--- src/settings_ones_count_pkg.sv ---
// package with command codes, field positions, reset values and timing for the settings checksum block
package settings_ones_count_pkg;
  // -----------------------------------------------------------------
  // command codes, equal to register addresses
  // -----------------------------------------------------------------
  localparam logic [15:0] FAULT_CLEAR_CMD       = 16'h0003;
  localparam logic [15:0] SAVE_USER_CMD         = 16'h0015;
  localparam logic [15:0] LOAD_USER_CMD         = 16'h0016;
  localparam logic [15:0] CHECKSUM_READBACK_CMD = 16'h00D1;
  localparam logic [15:0] LATCHED_FAULT_ONE_CMD = 16'hFE81;
  // -----------------------------------------------------------------
  // fields and reset values
  // -----------------------------------------------------------------
  localparam int          CSUM_FAULT_BIT  = 5;
  localparam logic [7:0]  READBACK_RST    = 8'h00;
  localparam logic [7:0]  ACC_RST         = 8'h00;
  localparam logic [7:0]  UNMAPPED_RDATA  = 8'h00;
  // -----------------------------------------------------------------
  // timing: least wait after a save before the next command
  // -----------------------------------------------------------------
  localparam int          CLK_HZ          = 20000000;
  localparam int          SAVE_WAIT_MS    = 35;
  localparam int          SAVE_WAIT_CYC   = (SAVE_WAIT_MS * (CLK_HZ / 1000));
  localparam int          WAIT_CNT_W      = 20;
  localparam logic [WAIT_CNT_W-1:0] WAIT_CNT_RST = 20'h00000;
  // -----------------------------------------------------------------
  // sequencer states
  // -----------------------------------------------------------------
  typedef enum logic [2:0]
  {
    ST_IDLE  = 3'b000,
    ST_ERASE = 3'b001,
    ST_SAVE  = 3'b010,
    ST_CSUM  = 3'b011,
    ST_LOAD  = 3'b100
  } xfer_state_t;
endpackage

--- src/ones_count.sv ---
// combinational count of one bits in one data byte
`timescale 1ns/1ns
module ones_count
#(
  parameter int DATA_W = 8
)
(
  input  wire logic [DATA_W-1:0] data_i,
  output logic      [3:0]        ones_o
);
  // -----------------------------------------------------------------
  // bit sum
  // -----------------------------------------------------------------
  // a plain loop is enough here; the byte is narrow so no adder tree
  always_comb
  begin
    ones_o = 4'h0;
    for (int i = 0; i < DATA_W; i++)
    begin
      ones_o = ones_o + {3'h0, data_i[i]};
    end
  end
endmodule

--- src/settings_ones_count_checksum.sv ---
// settings save/load sequencer with ones-count checksum and latched fault flag
//
// Overview of operation
// - save counts ones, writes count last byte
// - load counts ones of bytes given registers
// - mismatch on load sets fault bit five
// - match on load leaves fault flag clear
// - readback command returns last load count
// - accumulator eight bits, wraps past 255
// - register address equals its command code
// - load at power-up and on command
// - save erases page first; host waits 35ms
// - fault clear command clears checksum fault
`timescale 1ns/1ns
module settings_ones_count_checksum
#(
  parameter int SAVE_WAIT = settings_ones_count_pkg::SAVE_WAIT_CYC
)
(
  input  wire logic                           core_clk_i,
  input  wire logic                           sys_rst_i,
  // command / register port
  input  wire logic [15:0]                    reg_addr_i,
  input  wire logic                           reg_wr_i,
  input  wire logic                           reg_rd_i,
  output logic      [7:0]                     reg_rdata_o,
  output logic                                reg_ack_o,
  output logic                                busy_o,
  // settings source for a save
  input  wire logic [7:0]                     set_byte_i,
  input  wire logic                           set_valid_i,
  input  wire logic                           set_last_i,
  output logic                                set_ready_o,
  // nonvolatile user page
  output logic                                nvm_erase_o,
  input  wire logic                           nvm_erase_done_i,
  output logic                                nvm_wr_o,
  output logic      [7:0]                     nvm_wdata_o,
  output logic                                nvm_rd_start_o,
  input  wire logic [7:0]                     nvm_rdata_i,
  input  wire logic                           nvm_rvalid_i,
  input  wire logic                           nvm_rlast_i,
  // settings sink for a load
  output logic                                regs_we_o,
  output logic      [7:0]                     regs_wdata_o,
  output logic                                csum_fault_o
);
  import settings_ones_count_pkg::*;

  // -----------------------------------------------------------------
  // declarations
  // -----------------------------------------------------------------
  xfer_state_t             state_ff;
  logic [7:0]              acc_ff;
  logic [7:0]              readback_ff;
  logic                    fault_ff;
  logic                    por_pend_ff;
  logic [WAIT_CNT_W-1:0]   wait_ff;
  logic [3:0]              ones_in;
  logic [7:0]              ones_src;
  logic                    start_save;
  logic                    start_load;
  logic                    save_beat;
  logic                    load_beat;
  logic                    load_end;
  logic                    csum_bad;
  logic                    clear_cmd;
  logic [7:0]              flag_word;

  localparam logic [WAIT_CNT_W-1:0] WAIT_LOAD = WAIT_CNT_W'(SAVE_WAIT);

  // decode of one command code from the register address, for reads and writes
  function automatic logic cmd_hit(input logic [15:0] addr, input logic [15:0] code);
    cmd_hit = (addr == code);
  endfunction

  // -----------------------------------------------------------------
  // command decode and beats
  // -----------------------------------------------------------------
  // save/load only start when idle and the save wait has run out; a
  // command in that time is dropped, the host is asked to wait anyway
  assign busy_o      = (state_ff != ST_IDLE) || (wait_ff != WAIT_CNT_RST);
  assign clear_cmd   = reg_wr_i && cmd_hit(reg_addr_i, FAULT_CLEAR_CMD);
  assign start_save  = !busy_o && reg_wr_i && cmd_hit(reg_addr_i, SAVE_USER_CMD);
  assign start_load  = !busy_o && !start_save
                       && (por_pend_ff || (reg_wr_i && cmd_hit(reg_addr_i, LOAD_USER_CMD)));
  assign set_ready_o = (state_ff == ST_SAVE);
  assign save_beat   = set_ready_o && set_valid_i;
  assign load_beat   = (state_ff == ST_LOAD) && nvm_rvalid_i && !nvm_rlast_i;
  assign load_end    = (state_ff == ST_LOAD) && nvm_rvalid_i && nvm_rlast_i;
  assign csum_bad    = load_end && (nvm_rdata_i != acc_ff);
  assign ones_src    = (state_ff == ST_SAVE) ? set_byte_i : nvm_rdata_i;
  assign csum_fault_o = fault_ff;
  assign flag_word    = {7'h00, fault_ff} << CSUM_FAULT_BIT;

  ones_count
  #(
    .DATA_W (8)
  )
  u_ones
  (
    .data_i (ones_src),
    .ones_o (ones_in)
  );

  // -----------------------------------------------------------------
  // sequencer
  // -----------------------------------------------------------------
  // save: erase, stream bytes, then checksum byte; load: stream until last
  always_ff @(posedge core_clk_i or posedge sys_rst_i)
  begin
    if (sys_rst_i)
      state_ff <= ST_IDLE;
    else
    begin
      case (state_ff)
        ST_IDLE:
        begin
          if (start_save)
            state_ff <= ST_ERASE;
          else if (start_load)
            state_ff <= ST_LOAD;
        end
        ST_ERASE:
        begin
          if (nvm_erase_done_i)
            state_ff <= ST_SAVE;
        end
        ST_SAVE:
        begin
          if (save_beat && set_last_i)
            state_ff <= ST_CSUM;
        end
        ST_CSUM:
          state_ff <= ST_IDLE;
        ST_LOAD:
        begin
          if (load_end)
            state_ff <= ST_IDLE;
        end
        default:
          state_ff <= ST_IDLE;
      endcase
    end
  end

  // power-up load request, dropped once the load has begun
  always_ff @(posedge core_clk_i or posedge sys_rst_i)
  begin
    if (sys_rst_i)
      por_pend_ff <= 1'b1;
    else if (start_load)
      por_pend_ff <= 1'b0;
  end

  // save wait counter; a host ignoring the wait is simply not served
  always_ff @(posedge core_clk_i or posedge sys_rst_i)
  begin
    if (sys_rst_i)
      wait_ff <= WAIT_CNT_RST;
    else if (start_save)
      wait_ff <= WAIT_LOAD;
    else if (wait_ff != WAIT_CNT_RST)
      wait_ff <= wait_ff - 1'b1;
  end

  // -----------------------------------------------------------------
  // ones accumulator
  // -----------------------------------------------------------------
  // eight bits on purpose: the carry out is dropped so the count wraps
  always_ff @(posedge core_clk_i or posedge sys_rst_i)
  begin
    if (sys_rst_i)
      acc_ff <= ACC_RST;
    else if (start_save || start_load)
      acc_ff <= ACC_RST;
    else if (save_beat || load_beat)
      acc_ff <= acc_ff + {4'h0, ones_in};
  end

  // -----------------------------------------------------------------
  // data paths to the page and the registers
  // -----------------------------------------------------------------
  always_ff @(posedge core_clk_i or posedge sys_rst_i)
  begin
    if (sys_rst_i)
    begin
      nvm_erase_o    <= 1'b0;
      nvm_rd_start_o <= 1'b0;
      nvm_wr_o       <= 1'b0;
      nvm_wdata_o    <= 8'h00;
      regs_we_o      <= 1'b0;
      regs_wdata_o   <= 8'h00;
    end
    else
    begin
      nvm_erase_o    <= start_save;
      nvm_rd_start_o <= start_load;
      nvm_wr_o       <= save_beat || (state_ff == ST_CSUM);
      regs_we_o      <= load_beat;
      if (save_beat)
        nvm_wdata_o <= set_byte_i;
      else if (state_ff == ST_CSUM)
        nvm_wdata_o <= acc_ff;
      if (load_beat)
        regs_wdata_o <= nvm_rdata_i;
    end
  end

  // -----------------------------------------------------------------
  // readback and fault flag
  // -----------------------------------------------------------------
  always_ff @(posedge core_clk_i or posedge sys_rst_i)
  begin
    if (sys_rst_i)
      readback_ff <= READBACK_RST;
    else if (load_end)
      readback_ff <= acc_ff;
  end

  // a mismatch in the cycle of a clear still sets the flag
  always_ff @(posedge core_clk_i or posedge sys_rst_i)
  begin
    if (sys_rst_i)
      fault_ff <= 1'b0;
    else if (csum_bad)
      fault_ff <= 1'b1;
    else if (clear_cmd)
      fault_ff <= 1'b0;
  end

  // -----------------------------------------------------------------
  // register reads
  // -----------------------------------------------------------------
  always_ff @(posedge core_clk_i or posedge sys_rst_i)
  begin
    if (sys_rst_i)
    begin
      reg_rdata_o <= UNMAPPED_RDATA;
      reg_ack_o   <= 1'b0;
    end
    else
    begin
      reg_ack_o <= reg_rd_i || reg_wr_i;
      if (reg_rd_i)
      begin
        if (cmd_hit(reg_addr_i, CHECKSUM_READBACK_CMD))
          reg_rdata_o <= readback_ff;
        else if (cmd_hit(reg_addr_i, LATCHED_FAULT_ONE_CMD))
          reg_rdata_o <= flag_word;
        else
          reg_rdata_o <= UNMAPPED_RDATA;
      end
    end
  end
endmodule

--- config.mk ---
export PLATFORM = sky130hd
export DESIGN_NAME = settings_ones_count_checksum
export DESIGN_NICKNAME = d
export VERILOG_FILES = /design/src/settings_ones_count_pkg.sv /design/src/ones_count.sv /design/src/settings_ones_count_checksum.sv
export SDC_FILE = /design/constraint.sdc
export NUM_CORES = 1
export LEC_CHECK = 0
export BUFFER_PORTS_ARGS = -buffer_cell sky130_fd_sc_hd__buf_2
export CELL_PAD_IN_SITES_DETAIL_PLACEMENT = 0
export CELL_PAD_IN_SITES_GLOBAL_PLACEMENT = 1
export CORE_ASPECT_RATIO = 0.75
export CORE_MARGIN = 1
export CORE_UTILIZATION = 46
export CTS_CLUSTER_DIAMETER = 100
export DETAILED_ROUTE_END_ITERATION = 7
export PLACE_DENSITY_LB_ADDON = 0.1
export RECOVER_POWER = 25
export SYNTH_ARGS = -nofsm -noshare
export SYNTH_HDL_FRONTEND = slang
export SYNTH_SLANG_ARGS = --single-unit
--- constraint.sdc ---
create_clock -name core_clk_i -period 7.8 [get_ports core_clk_i]
set_input_delay 0.39 -clock core_clk_i [delete_from_list [all_inputs] [get_ports core_clk_i]]
set_output_delay 0.39 -clock core_clk_i [all_outputs]
set_load 0.005 [all_outputs]
==> results.sh <==
export IMPL_crit_arrival_ns=5.26
export IMPL_crit_required_ns=8.06
export IMPL_cts_sinks=70
export IMPL_synth_edf_count=0
export IMPL_drive_gt1_frac=0.2794
export IMPL_violations="capacitance limit, slew limit"
export IMPL_numCtsBuffers=9
export IMPL_tightest_slew_ns=3.713
export IMPL_grtUsageTotal=0.2000
export IMPL_die_y_um=80.34
export IMPL_cts_setup_buffers=0
export IMPL_syn_nets=413
export IMPL_crit_end="acc_ff[7]$_DFFE_PP0P_"
export IMPL_hold_path_class="in -> reg"
export IMPL_gp_congestion=0.7852
export IMPL_drv_slew=71
export IMPL_r2r_start="state_ff[1]$_DFFE_PP0P_"
export IMPL_hpwl_mm=6.018
export IMPL_synth_area_per_cell_um2=10.48
export IMPL_synth_area_leader_cell="dfrtp_1"
export IMPL_core_area_mm2=0.007918
export IMPL_rsz0062_at_grt="false"
export IMPL_synth_flop_cell="dfrtp_1"
export IMPL_first_global_vias=2568
export IMPL_initial_core_util=0.4753
export IMPL_route_vias_total=2882
export IMPL_grt_pass1_wl_mm=13.02
export IMPL_period_share=0.6422
export IMPL_boundaryPins=73
export IMPL_post_cts_resized=0
export IMPL_path_class="reg -> reg"
export IMPL_cts_max_path_buffers=2
export IMPL_synthTopCellsByCount="69 x dfrtp_1, 27 x nor2_1, 23 x o21ai_0"
export IMPL_root_buffer="clkbuf_8"
export IMPL_synth_seq_cells=70
export IMPL_p_per_area_mw_per_mm2=281.1
export IMPL_antenna_found_initial=0
export IMPL_final_setup_tns_ns=0
export IMPL_fmax_mhz=199.6
export IMPL_relSlewSlack=-1.475
export IMPL_cts_max_level=3
export IMPL_startpoint="state_ff[1]$_DFFE_PP0P_"
export IMPL_synthArstFlopShare=1.000
export IMPL_setup_worst_path_end_class="register"
export IMPL_ys_top_cells_by_area="dfrtp_1 46%, mux2_2 5.7%, mux2i_1 4.3%"
export IMPL_vias_per_cell=5.357
export IMPL_grt_start_max_net_pins=71
export IMPL_layout_nets=483
export IMPL_leakagePower_uw=0.002039
export IMPL_fillers=727
export IMPL_drt_iter0_drc=148
export IMPL_reg2reg_depth=16
export IMPL_critPathLaunchType="register"
export IMPL_period_minus_slack_ns=5.009
export IMPL_clock_skew_ns=0.01361
export IMPL_seq_area_frac_synth=0.4658
export IMPL_r2r_slack_ns=2.79
export IMPL_fin_util=0.5520
export IMPL_drv_cap=1
export IMPL_finalWirelength_mm=8.143
export IMPL_cts_hold_buffers=0
export IMPL_setup_viol=0
export IMPL_timing_rr_end="acc_ff[7]$_DFFE_PP0P_"
export IMPL_outcome="complete, but fails checks"
export IMPL_num_rows=28
export IMPL_cp_max_fo=10
export IMPL_netlist_area_leader_share=0.4588
export IMPL_drt_antenna_violating_nets=0
export IMPL_synthCells=359
export IMPL_drc=0
export IMPL_ir_worst_vdd_mv=0.1568
export IMPL_drtPass1Iterations=4
export IMPL_io_buffer_count=72
export IMPL_grt_ovfl_total=0
export IMPL_ys_warn_count=0
export IMPL_wl_per_cell_um=15.14
export IMPL_insertedDiodeCount=0
export IMPL_die_w_um=106.4
export IMPL_clk_pin_slew_ns=0.07
export IMPL_yosysMostFrequentCell="dfrtp_1"
export IMPL_die_area_mm2=0.008551
export IMPL_clk_latency_ns=0.34
export IMPL_ys_types=56
export IMPL_synthToLayoutAreaGrowth_pct=16.12
export IMPL_hold_viol=0
export IMPL_min_from="reg_wr_i"
export IMPL_synth_area_mm2=0.003764
export IMPL_min_path_cells=2
export IMPL_cts_tree="built"
## placed cells by master, fill, tap and decap left out, types with 3 or more instances in the layout
| cell | synthesis | routed |
|---|---|---|
| buf_2 | 1 | 71 |
| dfrtp_1 | 69 | 69 |
| nor2_1 | 27 | 27 |
| o21ai_0 | 23 | 23 |
| inv_1 | 22 | 22 |
| mux2_2 | 19 | 19 |
| nand3_1 | 18 | 18 |
| mux2i_1 | 16 | 16 |
| a21oi_1 | 14 | 14 |
| xnor2_1 | 12 | 12 |
| nand2_1 | 10 | 10 |
| clkbuf_8 | 1 | 10 |
| xor2_1 | 9 | 9 |
| nand4_1 | 8 | 8 |
| nor3_1 | 8 | 8 |
| ha_1 | 8 | 8 |
| or3_1 | 6 | 6 |
| nand3b_1 | 5 | 5 |
| a211oi_1 | 5 | 5 |
| nor4_1 | 5 | 5 |
| fa_1 | 5 | 5 |
| nand2b_1 | 4 | 4 |
| or2_2 | 4 | 4 |
| or4_1 | 4 | 4 |
| o31ai_1 | 4 | 4 |
| or3_2 | 3 | 3 |
| nor3b_1 | 3 | 3 |
| nor2b_1 | 3 | 3 |
| clkbuf_1 | 8 | 3 |
## worst max-delay path, cell delays in order (launching register included)
cell     delay, ns
dfrtp_1       0.48
nor3b_1       0.25
buf_4         0.23
mux2_2        0.35
ha_1          0.31
fa_1          0.54
inv_1         0.06
fa_1          0.50
fa_1          0.48
fa_1          0.40
xnor2_1       0.14
ha_1          0.34
o21ai_0       0.09
nor2_1        0.16
o21ai_1       0.09
or3_1         0.36
a21oi_1       0.16
## area by class of cell
| type | count | area [um2] | share of cell area |
|---|---|---|---|
| clock inverters | 4 | 47.55 | 0.01088 |
| clock buffers | 11 | 141.4 | 0.03235 |
| flip-flops and latches | 70 | 1753 | 0.4011 |
| well taps | 105 | 131.4 | 0.03006 |
| inverters | 22 | 82.58 | 0.01889 |
| multi-input cells | 252 | 1844 | 0.4220 |
| repair buffers | 74 | 370.4 | 0.08474 |
## power breakdown
| part | internal, uW | leakage (uW) | total [uW] | switching (uW) |
|---|---|---|---|---|
| clock network | 154 | 0.0000952 | 289 | 135 |
| logic | 236 | 0.00105 | 479 | 243 |
| registers | 407 | 0.000894 | 461 | 53.5 |
| total | 797 | 0.00204 | 1230 | 432 |
## metrics by stage
| stage | setup WS, ns | area, um2 | power (uW) | std cells | hold WS (ns) |
|---|---|---|---|---|---|
| floorplan | 2.757 | 3764 | 827.2 | 359 | 0.4463 |
| global placement | 2.941 | 4187 | 941.4 | 523 | 0.4635 |
| detailed placement | 2.792 | 4187 | 951.1 | 523 | 0.4794 |
| CTS | 2.771 | 4375 | 1245 | 538 | 0.2923 |
| global route | 2.477 | 4370 | 1328 | 538 | 0.3080 |
| finish | 2.791 | 4370 | 1228 | 538 | 0.3030 |
## kinds of logic after synthesis
logic type | count (synthesis) | share of synthesized area
xor gates and xnor gates | 21 | 0.04887
buffers and inverters | 37 | 0.04421
muxes | 35 | 0.09940
DFF | 70 | 0.4658
AOI/OAI and AO/OA | 63 | 0.1034
and+or+nand+nor | 119 | 0.1825
adders and majority gates | 14 | 0.05585
## sequential cells by signal, summed over array words and instances (netlist names), 3 cells and up
signal / cells
acc_ff: 8
readback_ff: 8
nvm_wdata_o: 8
state_ff: 3
wait_ff: 20
regs_wdata_o: 8
reg_rdata_o: 8
## worst min-delay path by stage
stage	endpoint	slack [ns]
floorplan	wait_ff[12]$_DFFE_PP0P_	0.45
global placement	wait_ff[12]$_DFFE_PP0P_	0.46
detailed placement	wait_ff[12]$_DFFE_PP0P_	0.48
CTS	reg_ack_o$_DFF_PP0_	0.29
global route	nvm_wdata_o[5]$_DFFE_PP0P_	0.31
finish	reg_ack_o$_DFF_PP0_	0.30
## layer usage
metal  GRT usage  wire length (um)
met1      0.3111              4392
met2      0.2623              3072
met3     0.05682               589
met4     0.05753                88
met5           0                 0
Power figures use the tool's default switching activity.
